$ cat config.mk
export PLATFORM = sky130hd
export DESIGN_NAME = fcr_top
export DESIGN_NICKNAME = d
export VERILOG_FILES = /design/src/pkg/fcr_pkg.sv /design/src/hw/fcr_cr_decode.sv /design/src/hw/fcr_page_cfg.sv /design/src/hw/fcr_top.sv
export VERILOG_INCLUDE_DIRS = /design/src /design/src/pkg
export SDC_FILE = /design/constraint.sdc
export NUM_CORES = 1
export LEC_CHECK = 0
export ABC_AREA = 1
export BUFFER_PORTS_ARGS = -buffer_cell sky130_fd_sc_hd__buf_2
export CAP_MARGIN = 20
export CORE_MARGIN = 4
export CORE_UTILIZATION = 40
export CTS_CLUSTER_DIAMETER = 30
export CTS_CLUSTER_SIZE = 20
export DETAILED_ROUTE_END_ITERATION = 10
export PLACE_DENSITY = 0.77
export SLEW_MARGIN = 20
export SYNTH_ARGS = -nofsm -noshare
export SYNTH_HDL_FRONTEND = slang
export SYNTH_SLANG_ARGS = --single-unit
$ cat constraint.sdc
create_clock -name ref_clk -period 2.35 [get_ports ref_clk]
set_clock_uncertainty 0.1 [all_clocks]
set_input_delay 0 -clock ref_clk [delete_from_list [all_inputs] [get_ports ref_clk]]
set_output_delay 0 -clock ref_clk [all_outputs]
set_load 0.02 [all_outputs]
$ cat src/pkg/fcr_params.svh
// Notes on behaviour
// tsd set: timestamp reads only at level 0
// de set: io breakpoints, dr4/dr5 fault
// de clear: dr4/dr5 alias dr6/dr7
// pse selects 4K or 4M pages
// pse ignored while pae set
// pae: wide entries, 4K or 2M pages
// mce: uncorrectable error raises machine check
// enabled errors logged regardless of mce
// pge: global entries survive base rewrite
// pce set: counter read any level
// legacy_simd_state_enable clear: simd instructions fault invalid
// simd_fp_fault_support clear: simd fp fault invalid
// user_descriptor_read_block: descriptor stores above level 0 fault
// five_level_translation_enable with long mode: five-level paging
// segment_base_access_enable gates segment base instructions
// context_tag_enable settable only in long mode
// extended_state_save_enable allows extended state instructions
// supervisor_fetch_block blocks supervisor fetch from user
// supervisor_data_block blocks supervisor data to user
// pke rising flushes whole tlb
// cet set with wp clear faults
// reserved control register numbers fault invalid
// reads return written bits, reserved zero
`ifndef FCR_PARAMS_SVH
`define FCR_PARAMS_SVH
`define FCR_BIT_TSD    2
`define FCR_BIT_DE     3
`define FCR_BIT_PSE    4
`define FCR_BIT_PAE    5
`define FCR_BIT_MCE    6
`define FCR_BIT_PGE    7
`define FCR_BIT_PCE    8
`define FCR_BIT_FXSR   9
`define FCR_BIT_XMMEX  10
`define FCR_BIT_USER_DESCRIPTOR_READ_BLOCK   11
`define FCR_BIT_FIVE_LEVEL_TRANSLATION_ENABLE   12
`define FCR_BIT_FSGS   16
`define FCR_BIT_PCID   17
`define FCR_BIT_XSAVE  18
`define FCR_BIT_SUPERVISOR_FETCH_BLOCK   20
`define FCR_BIT_SUPERVISOR_DATA_BLOCK   21
`define FCR_BIT_PKE    22
`define FCR_BIT_CET    23
`define FCR_RESET      64'h0000_0000_0000_0000
`define FCR_IMPL_MASK  64'h0000_0000_00F7_1FFF
`define FCR_NUM_FEAT   4'h4
`define FCR_NUM_TPR    4'h8
`define FCR_PAGE_4K    2'h0
`define FCR_PAGE_4M    2'h1
`define FCR_PAGE_2M    2'h2
`endif

$ cat src/pkg/fcr_pkg.sv
package fcr_pkg;
   // access kinds checked by the gate
   typedef enum logic [3:0] {
      FCR_OP_NONE  = 4'h0,
      FCR_OP_TSC   = 4'h1,
      FCR_OP_PMC   = 4'h2,
      FCR_OP_DR45  = 4'h3,
      FCR_OP_SIMD  = 4'h4,
      FCR_OP_SIMDX = 4'h5,
      FCR_OP_DESC  = 4'h6,
      FCR_OP_SEGB  = 4'h7,
      FCR_OP_XCR   = 4'h8,
      FCR_OP_PKR   = 4'h9,
      FCR_OP_INVPC = 4'hA
   } fcr_op_t;
   // fault answers
   typedef enum logic [1:0] {
      FCR_FLT_NONE = 2'h0,
      FCR_FLT_UD   = 2'h1,
      FCR_FLT_GP   = 2'h2
   } fcr_fault_t;
endpackage : fcr_pkg

$ cat src/hw/fcr_cr_decode.sv
`timescale 1ns/1ns
`include "fcr_params.svh"
// control register number decode
module fcr_cr_decode
   import fcr_pkg::*;
#(
   parameter logic [15:0] IMPL_MASK = 16'h011D
) (
   // request
   input  wire logic [3:0] crNum,
   input  wire logic       mode64,
   // answer
   output logic            crBad
);
   // ==========================================
   // decode
   // cr8 only reachable in 64-bit mode; others by mask
   always_comb begin
      if (crNum == `FCR_NUM_TPR)
         crBad = !mode64;
      else
         crBad = !IMPL_MASK[crNum];
   end
endmodule : fcr_cr_decode

$ cat src/hw/fcr_page_cfg.sv
`timescale 1ns/1ns
`include "fcr_params.svh"
// paging configuration derived from feature bits
module fcr_page_cfg
   import fcr_pkg::*;
(
   // feature bits
   input  wire logic       large_page_size_enable,
   input  wire logic       wide_physical_address_enable,
   input  wire logic       five_level_translation_enable,
   input  wire logic       longMode,
   input  wire logic       largePageFlag,
   // derived
   output logic [1:0]      pageSize,
   output logic            wideEntry,
   output logic            fiveLevel
);
   // ==========================================
   // page size
   always_comb begin
      wideEntry = wide_physical_address_enable;
      fiveLevel = five_level_translation_enable && longMode;
      if (wide_physical_address_enable)
         pageSize = largePageFlag ? `FCR_PAGE_2M : `FCR_PAGE_4K;
      else if (large_page_size_enable)
         pageSize = largePageFlag ? `FCR_PAGE_4M : `FCR_PAGE_4K;
      else
         pageSize = `FCR_PAGE_4K;
   end
endmodule : fcr_page_cfg

$ cat src/hw/fcr_top.sv
`timescale 1ns/1ns
`include "fcr_params.svh"
// feature control register with privilege and fault gating
module fcr_top
   import fcr_pkg::*;
(
   // clock and reset
   input  wire logic        ref_clk,
   input  wire logic        srst,
   // register move port
   input  wire logic        crWrite,
   input  wire logic        crRead,
   input  wire logic [3:0]  crNum,
   input  wire logic [63:0] crWdata,
   output logic [63:0]      crRdata,
   output logic             crRvalid,
   // core state
   input  wire logic        longModeActive,
   input  wire logic        mode64,
   input  wire logic        writeProtect,
   input  wire logic [1:0]  cpl,
   input  wire logic        largePageFlag,
   // instruction check port
   input  wire logic        opValid,
   input  wire fcr_op_t     opKind,
   input  wire logic [2:0]  drNum,
   input  wire logic        fpUnmasked,
   output fcr_fault_t       opFault,
   output logic [2:0]       drMapped,
   output logic             opDone,
   // hardware error port
   input  wire logic        hwErr,
   input  wire logic        hwErrUncorr,
   input  wire logic        bankReportEn,
   output logic             machineCheck,
   output logic             errLogged,
   // tlb and feature outputs
   input  wire logic        baseRewrite,
   output logic             tlbFlushAll,
   output logic             tlbFlushNonGlobal,
   output logic [63:0]      featureBits,
   output logic [1:0]       pageSizeSel,
   output logic             wideEntries,
   output logic             fiveLevelPaging,
   output logic             ioBreakEnable,
   output logic             retCheckEnable
);
   // ==========================================
   // state
   logic [63:0] fcr;           // register contents
   logic [63:0] next_fcr;      // candidate after write
   logic        crBad;         // register number faults
   logic [1:0]  pageSize;      // derived page size
   logic        wideEntry;     // derived wide entries
   logic        fiveLevel;     // derived paging depth
   logic        wrFault;       // write refused
   logic        feat;          // access targets this register

   // ==========================================
   // helpers
   // a field lookup used by many checks
   function automatic logic fbit(input logic [63:0] v, input int n);
      return v[n];
   endfunction : fbit

   fcr_cr_decode u_dec (
      .crNum  (crNum),
      .mode64 (mode64),
      .crBad  (crBad)
   );

   fcr_page_cfg u_pg (
      .large_page_size_enable           (fbit(fcr, `FCR_BIT_PSE)),
      .wide_physical_address_enable           (fbit(fcr, `FCR_BIT_PAE)),
      .five_level_translation_enable          (fbit(fcr, `FCR_BIT_FIVE_LEVEL_TRANSLATION_ENABLE)),
      .longMode      (longModeActive),
      .largePageFlag (largePageFlag),
      .pageSize      (pageSize),
      .wideEntry     (wideEntry),
      .fiveLevel     (fiveLevel)
   );

   // ==========================================
   // write path
   // reserved bits dropped so reads return zero there
   assign feat     = (crNum == `FCR_NUM_FEAT);
   assign next_fcr = crWdata & `FCR_IMPL_MASK;
   // refusal checked against the new value, no partial update
   assign wrFault  = (fbit(next_fcr, `FCR_BIT_PCID) && !longModeActive)
                  || (fbit(next_fcr, `FCR_BIT_CET) && !writeProtect);

   // register update
   always_ff @(posedge ref_clk) begin
      if (srst)
         fcr <= `FCR_RESET;
      else if (crWrite && feat && !crBad && !wrFault)
         fcr <= next_fcr;
   end

   // read answer, one cycle late
   always_ff @(posedge ref_clk) begin
      if (srst) begin
         crRdata  <= 64'h0;
         crRvalid <= 1'b0;
      end else begin
         crRvalid <= crRead && feat;
         crRdata  <= (crRead && feat) ? fcr : 64'h0;
      end
   end

   // tlb maintenance
   always_ff @(posedge ref_clk) begin
      if (srst) begin
         tlbFlushAll       <= 1'b0;
         tlbFlushNonGlobal <= 1'b0;
      end else begin
         // pke rising edge empties everything
         tlbFlushAll <= crWrite && feat && !crBad && !wrFault
                     && fbit(next_fcr, `FCR_BIT_PKE) && !fbit(fcr, `FCR_BIT_PKE);
         // base rewrite keeps global entries only when pge set
         tlbFlushNonGlobal <= baseRewrite && fbit(fcr, `FCR_BIT_PGE);
      end
   end

   // ==========================================
   // instruction gate
   // faults: ud before gp, register moves checked here too
   always_ff @(posedge ref_clk) begin
      if (srst) begin
         opFault  <= FCR_FLT_NONE;
         drMapped <= 3'h0;
         opDone   <= 1'b0;
      end else begin
         opDone   <= opValid || (crWrite || crRead);
         drMapped <= drNum;
         opFault  <= FCR_FLT_NONE;
         if (crWrite || crRead) begin
            if (crBad)
               opFault <= FCR_FLT_UD;
            else if (crWrite && feat && wrFault)
               opFault <= FCR_FLT_GP;
         end else if (opValid) begin
            unique case (opKind)
               FCR_OP_TSC:
                  if (fbit(fcr, `FCR_BIT_TSD) && cpl != 2'h0)
                     opFault <= FCR_FLT_GP;
               FCR_OP_PMC:
                  if (!fbit(fcr, `FCR_BIT_PCE) && cpl != 2'h0)
                     opFault <= FCR_FLT_GP;
               FCR_OP_DR45: begin
                  if (fbit(fcr, `FCR_BIT_DE))
                     opFault <= FCR_FLT_UD;
                  else if (drNum == 3'h4 || drNum == 3'h5)
                     drMapped <= drNum + 3'h2;
               end
               FCR_OP_SIMD:
                  if (!fbit(fcr, `FCR_BIT_FXSR))
                     opFault <= FCR_FLT_UD;
               FCR_OP_SIMDX:
                  if (!fbit(fcr, `FCR_BIT_FXSR) ||
                      (fpUnmasked && !fbit(fcr, `FCR_BIT_XMMEX)))
                     opFault <= FCR_FLT_UD;
               FCR_OP_DESC:
                  if (fbit(fcr, `FCR_BIT_USER_DESCRIPTOR_READ_BLOCK) && cpl != 2'h0)
                     opFault <= FCR_FLT_GP;
               FCR_OP_SEGB:
                  if (!fbit(fcr, `FCR_BIT_FSGS) || !mode64)
                     opFault <= FCR_FLT_UD;
               FCR_OP_XCR:
                  if (!fbit(fcr, `FCR_BIT_XSAVE))
                     opFault <= FCR_FLT_UD;
               FCR_OP_PKR:
                  if (!fbit(fcr, `FCR_BIT_PKE))
                     opFault <= FCR_FLT_UD;
               FCR_OP_INVPC:
                  if (!fbit(fcr, `FCR_BIT_PCID))
                     opFault <= FCR_FLT_UD;
               default:
                  opFault <= FCR_FLT_NONE;
            endcase
         end
      end
   end

   // ==========================================
   // hardware errors
   // logging never depends on the trap bit
   always_ff @(posedge ref_clk) begin
      if (srst) begin
         machineCheck <= 1'b0;
         errLogged    <= 1'b0;
      end else begin
         errLogged    <= hwErr && bankReportEn;
         machineCheck <= hwErr && bankReportEn && hwErrUncorr
                      && fbit(fcr, `FCR_BIT_MCE);
      end
   end

   // ==========================================
   // feature outputs, registered
   always_ff @(posedge ref_clk) begin
      if (srst) begin
         featureBits     <= 64'h0;
         pageSizeSel     <= `FCR_PAGE_4K;
         wideEntries     <= 1'b0;
         fiveLevelPaging <= 1'b0;
         ioBreakEnable   <= 1'b0;
         retCheckEnable  <= 1'b0;
      end else begin
         // supervisor_fetch_block and supervisor_data_block travel to the page checker here
         featureBits     <= fcr;
         pageSizeSel     <= pageSize;
         wideEntries     <= wideEntry;
         fiveLevelPaging <= fiveLevel;
         ioBreakEnable   <= fbit(fcr, `FCR_BIT_DE);
         retCheckEnable  <= fbit(fcr, `FCR_BIT_CET);
      end
   end
endmodule : fcr_top

==> summary.txt <==
Run status
  • Status: finished clean

Power and ir drop
  • Internal Power: ~1.9 mW
  • Register share of total power: 0.500
  • P_sw: ~0.70 mW
  • Worst vdd ir: around 0.37 mV
  • Comb power frac: 0.125
  • Pwr Density: 644.3 mW/mm²
  • Switching part of the total: 0.2736
  • Pwr Total: between 2 and 3 mW
  • Leak Pwr: 2.046 nW
  • Share of total power in the clock network: 0.376

GRT
  • Number of global-route vias before repair: ~2400
  • First-pass GRT wire length: about 11 mm
  • Gr ovfl total: 0
  • Initial antenna violation count: 0
  • Largest net degree at the start of global routing: 30
  • Total Routing Usage GR: 0.1527

Timing
  • Final worst slack: around 120 ps
  • Rel. slew slack: 0.3791
  • Slew Viols, Final: 0
  • RSZ-0062 raised after global routing: false
  • WHS: between 40 and 50 ps
  • Tmin final: roughly 2200 ps
  • Final hold violation count: 0
  • FMAX: between 0.4 and 0.5 GHz
  • Setup TNS: 0 ps
  • Final setup viols: 0
  • Least-Margin Pin Slew: 928.7 ps
  • Final period util: 0.9483

Setup path
  • Crit-path max cell delay: roughly 580 ps
  • FF-to-FF Start: fcr[16]
  • CP arrival: between 2000 and 2500 ps
  • R2r endpoint: opFault[0]
  • Worst path required time: between 2000 and 3000 ps
  • Maximum fanout along the worst path: 2
  • CP top delay family: buffers and inverters
  • Worst R2R Setup Slack: around 670 ps
  • Most used cell, CP: dlygate4sd3_1
  • Critical path startpoint: crWdata[23]
  • Slowest-stage cell, CP: dlygate4sd3_1
  • Worst R2R Path Depth: 8
  • Buf+Inv Stages, Crit Path: 5
  • Crit-path cells: dlygate4sd3_1 -> buf_2 -> inv_1 -> o22ai_1 -> nand3_1 -> dlygate4sd3_1 -> a21oi_1 -> dlygate4sd3_1
  • Setup crit end kind: register
  • Crit Path Category: input port to register
  • Startpoint Class: input port

Min path
  • Hold Path Stages: 5
  • Hold Startpoint: crNum[3]
  • Worst Hold Endpoint: fcr[23]
  • Hold WC Path Type: input port to register

Yosys
  • Primary FF master, synth: dfxtp_1
  • Synth area leader: dfxtp_1
  • Seq cells post-synth: between 70 and 80
  • Synth async-reset ratio: 0
  • Area fraction of the dominant cell type after synthesis: 0.4786
  • Register area share after synthesis: 0.4786
  • Most instantiated cells after synthesis: buf_4, nor2_1, dfxtp_1
  • EDFF count, synth: 0
  • Ys Warns: 0
  • Post-synthesis instance total: 374
  • Unique cell type count in the Yosys netlist: 25
  • Synth Area per Inst: slightly above 8 µm²
  • Mapped cell area: a little over 0.003 mm²
  • Largest cells by area after synthesis: dfxtp_1, buf_4, nor2_1
  • Most numerous cell in the Yosys netlist: buf_4

Floorplan
  • Core Box Area: ~0.0074 mm²
  • Die height: between 90 and 100 µm
  • Starting Density: 0.4200
  • Die width: approximately 96 µm
  • DIE AREA: between 0.009 and 0.01 mm²
  • Row cnt: 31
  • IO Pins: about 240

Place
  • Post-Place Cells: approximately 570
  • Gpl congestion: around 0.88
  • Port Buffers: a little over 100
  • Post-DP Area: roughly 0.0033 mm²
  • Post-DP HPWL: ~5.1 mm
  • Place WS: 697.9 ps

CTS
  • PostCTS Resize Cnt: 0
  • Clk slew on worst S/H paths: approximately 80 ps
  • Worst-case clock buffer depth: 2
  • Post-CTS setup buffer count: 0
  • Total CTS buffers: 9
  • Skew-Pair Late Insertion Delay: ~340 ps
  • Clk sinks: 74
  • Max H-tree Level: 3
  • TritonCTS clock tree: built
  • CTS Root Cell: clkbuf_8

Route
  • Via density per instance: 4.162
  • DR pass1 iterations: 4
  • DR vias: between 2000 and 3000
  • WL/cell: 11.96 µm
  • DRC errors left: 0
  • Post-Route WL: 7.461 mm
  • Drt initial violations: roughly 120
  • Final ANT Viol Nets: 0

Finish
  • Area Overhead vs Synth: 27.73%
  • Final-stage net count: 610
  • Final std cells w/o fill: 624
  • Share of cells above drive strength 1: 0.2653
  • Post-route cell area: 0.003954 mm²
  • Core Util, Final: 0.5365

Flow run
  • Max-Cap Viols: 0
-- cell type report --
class / instances / area, µm²
Fill cell: 627 / 3416
Sequential cell: 74 / 1481
Multi-Input combinational cell: 251 / 1060
Timing Repair Buffer: 148 / 958.4
Inverter: 35 / 133.9
Clock buffer: 9 / 123.9
Tap cell: 99 / 123.9
Clock inverter: 7 / 70.07
Antenna cell: 1 / 2.502
-- cell families (layout without fill, tap and decap cells) --
logic type             count (synthesis)  count (layout)  synth area share
AOI/OAI and AO/OA                     29              29           0.04810
buffers and inverters                136             199            0.2846
DFF                                   74              74            0.4786
other                                  1              89          0.001211
and+or+nand+nor                      134             134            0.1875
-- flip-flops by register name, indices dropped and copies added, names as in the netlist --
name,flops
crRdata,20
errLogged,1
drMapped,3
fiveLevelPaging,1
retCheckEnable,1
tlbFlushAll,1
opDone,1
pageSizeSel,2
tlbFlushNonGlobal,1
fcr,20
crRvalid,1
machineCheck,1
featureBits,19
opFault,2
-- how the worst max path moves through the flow --
stage | depth (start not counted) | slack, ps | endpoint
floorplan | 9 | 1300 | fcr[9]
global placement | 6 | 790 | crRdata[10]
detailed placement | 6 | 700 | crRdata[1]
CTS | 7 | 180 | opFault[1]
global route | 8 | 40 | opFault[1]
finish | 8 | 120 | opFault[1]
-- worst register-to-register path: cells and delay by family, from the launching register on --
family,cells,cell delay (ps)
compound gates,1,70
flops,1,380
buf+inv,1,550
simple gates,6,450
-- power by group through the flow --
stage          registers (mW)  clock network [mW]  logic (mW)
2_1_floorplan            1.31                   0       0.289
3_3_place_gp             1.30                   0       0.255
3_5_place_dp             1.30                   0       0.258
4_1_cts                  1.27               0.966       0.308
5_1_grt                  1.27                1.02       0.341
6_report                 1.27               0.957       0.317
-- metal layers --
| layer | up-vias | GRT usage | routed length [µm] |
|---|---|---|---|
| met5 | - | 0 | 0 |
| met4 | 0 | 0.08886 | 269 |
| met3 | 26 | 0.03675 | 740 |
| met2 | 165 | 0.2837 | 3750 |
| met1 | 1156 | 0.1535 | 2701 |
| li1 | 1250 | - | - |
-- placed cells by master, fill, tap and decap left out, types with 3 or more instances in the layout --
cell,instances
buf_2,103
conb_1,88
nor2_2,10
clkbuf_8,9
o21ai_0,3
nand3_1,12
inv_1,34
nand2_1,23
clkinv_2,3
buf_4,3
dlygate4sd3_1,42
a21oi_1,7
o21ai_1,17
dfxtp_1,74
nor2_1,79
-- repair_timing --
| item | 4_1_cts | 5_1_grt |
|---|---|---|
| endpoints found under the hold margin | 33 | 0 |
| hold buffers | 42 | 0 |
| setup endpoints to repair | 0 | 0 |
(Power assumes the default switching activity.)
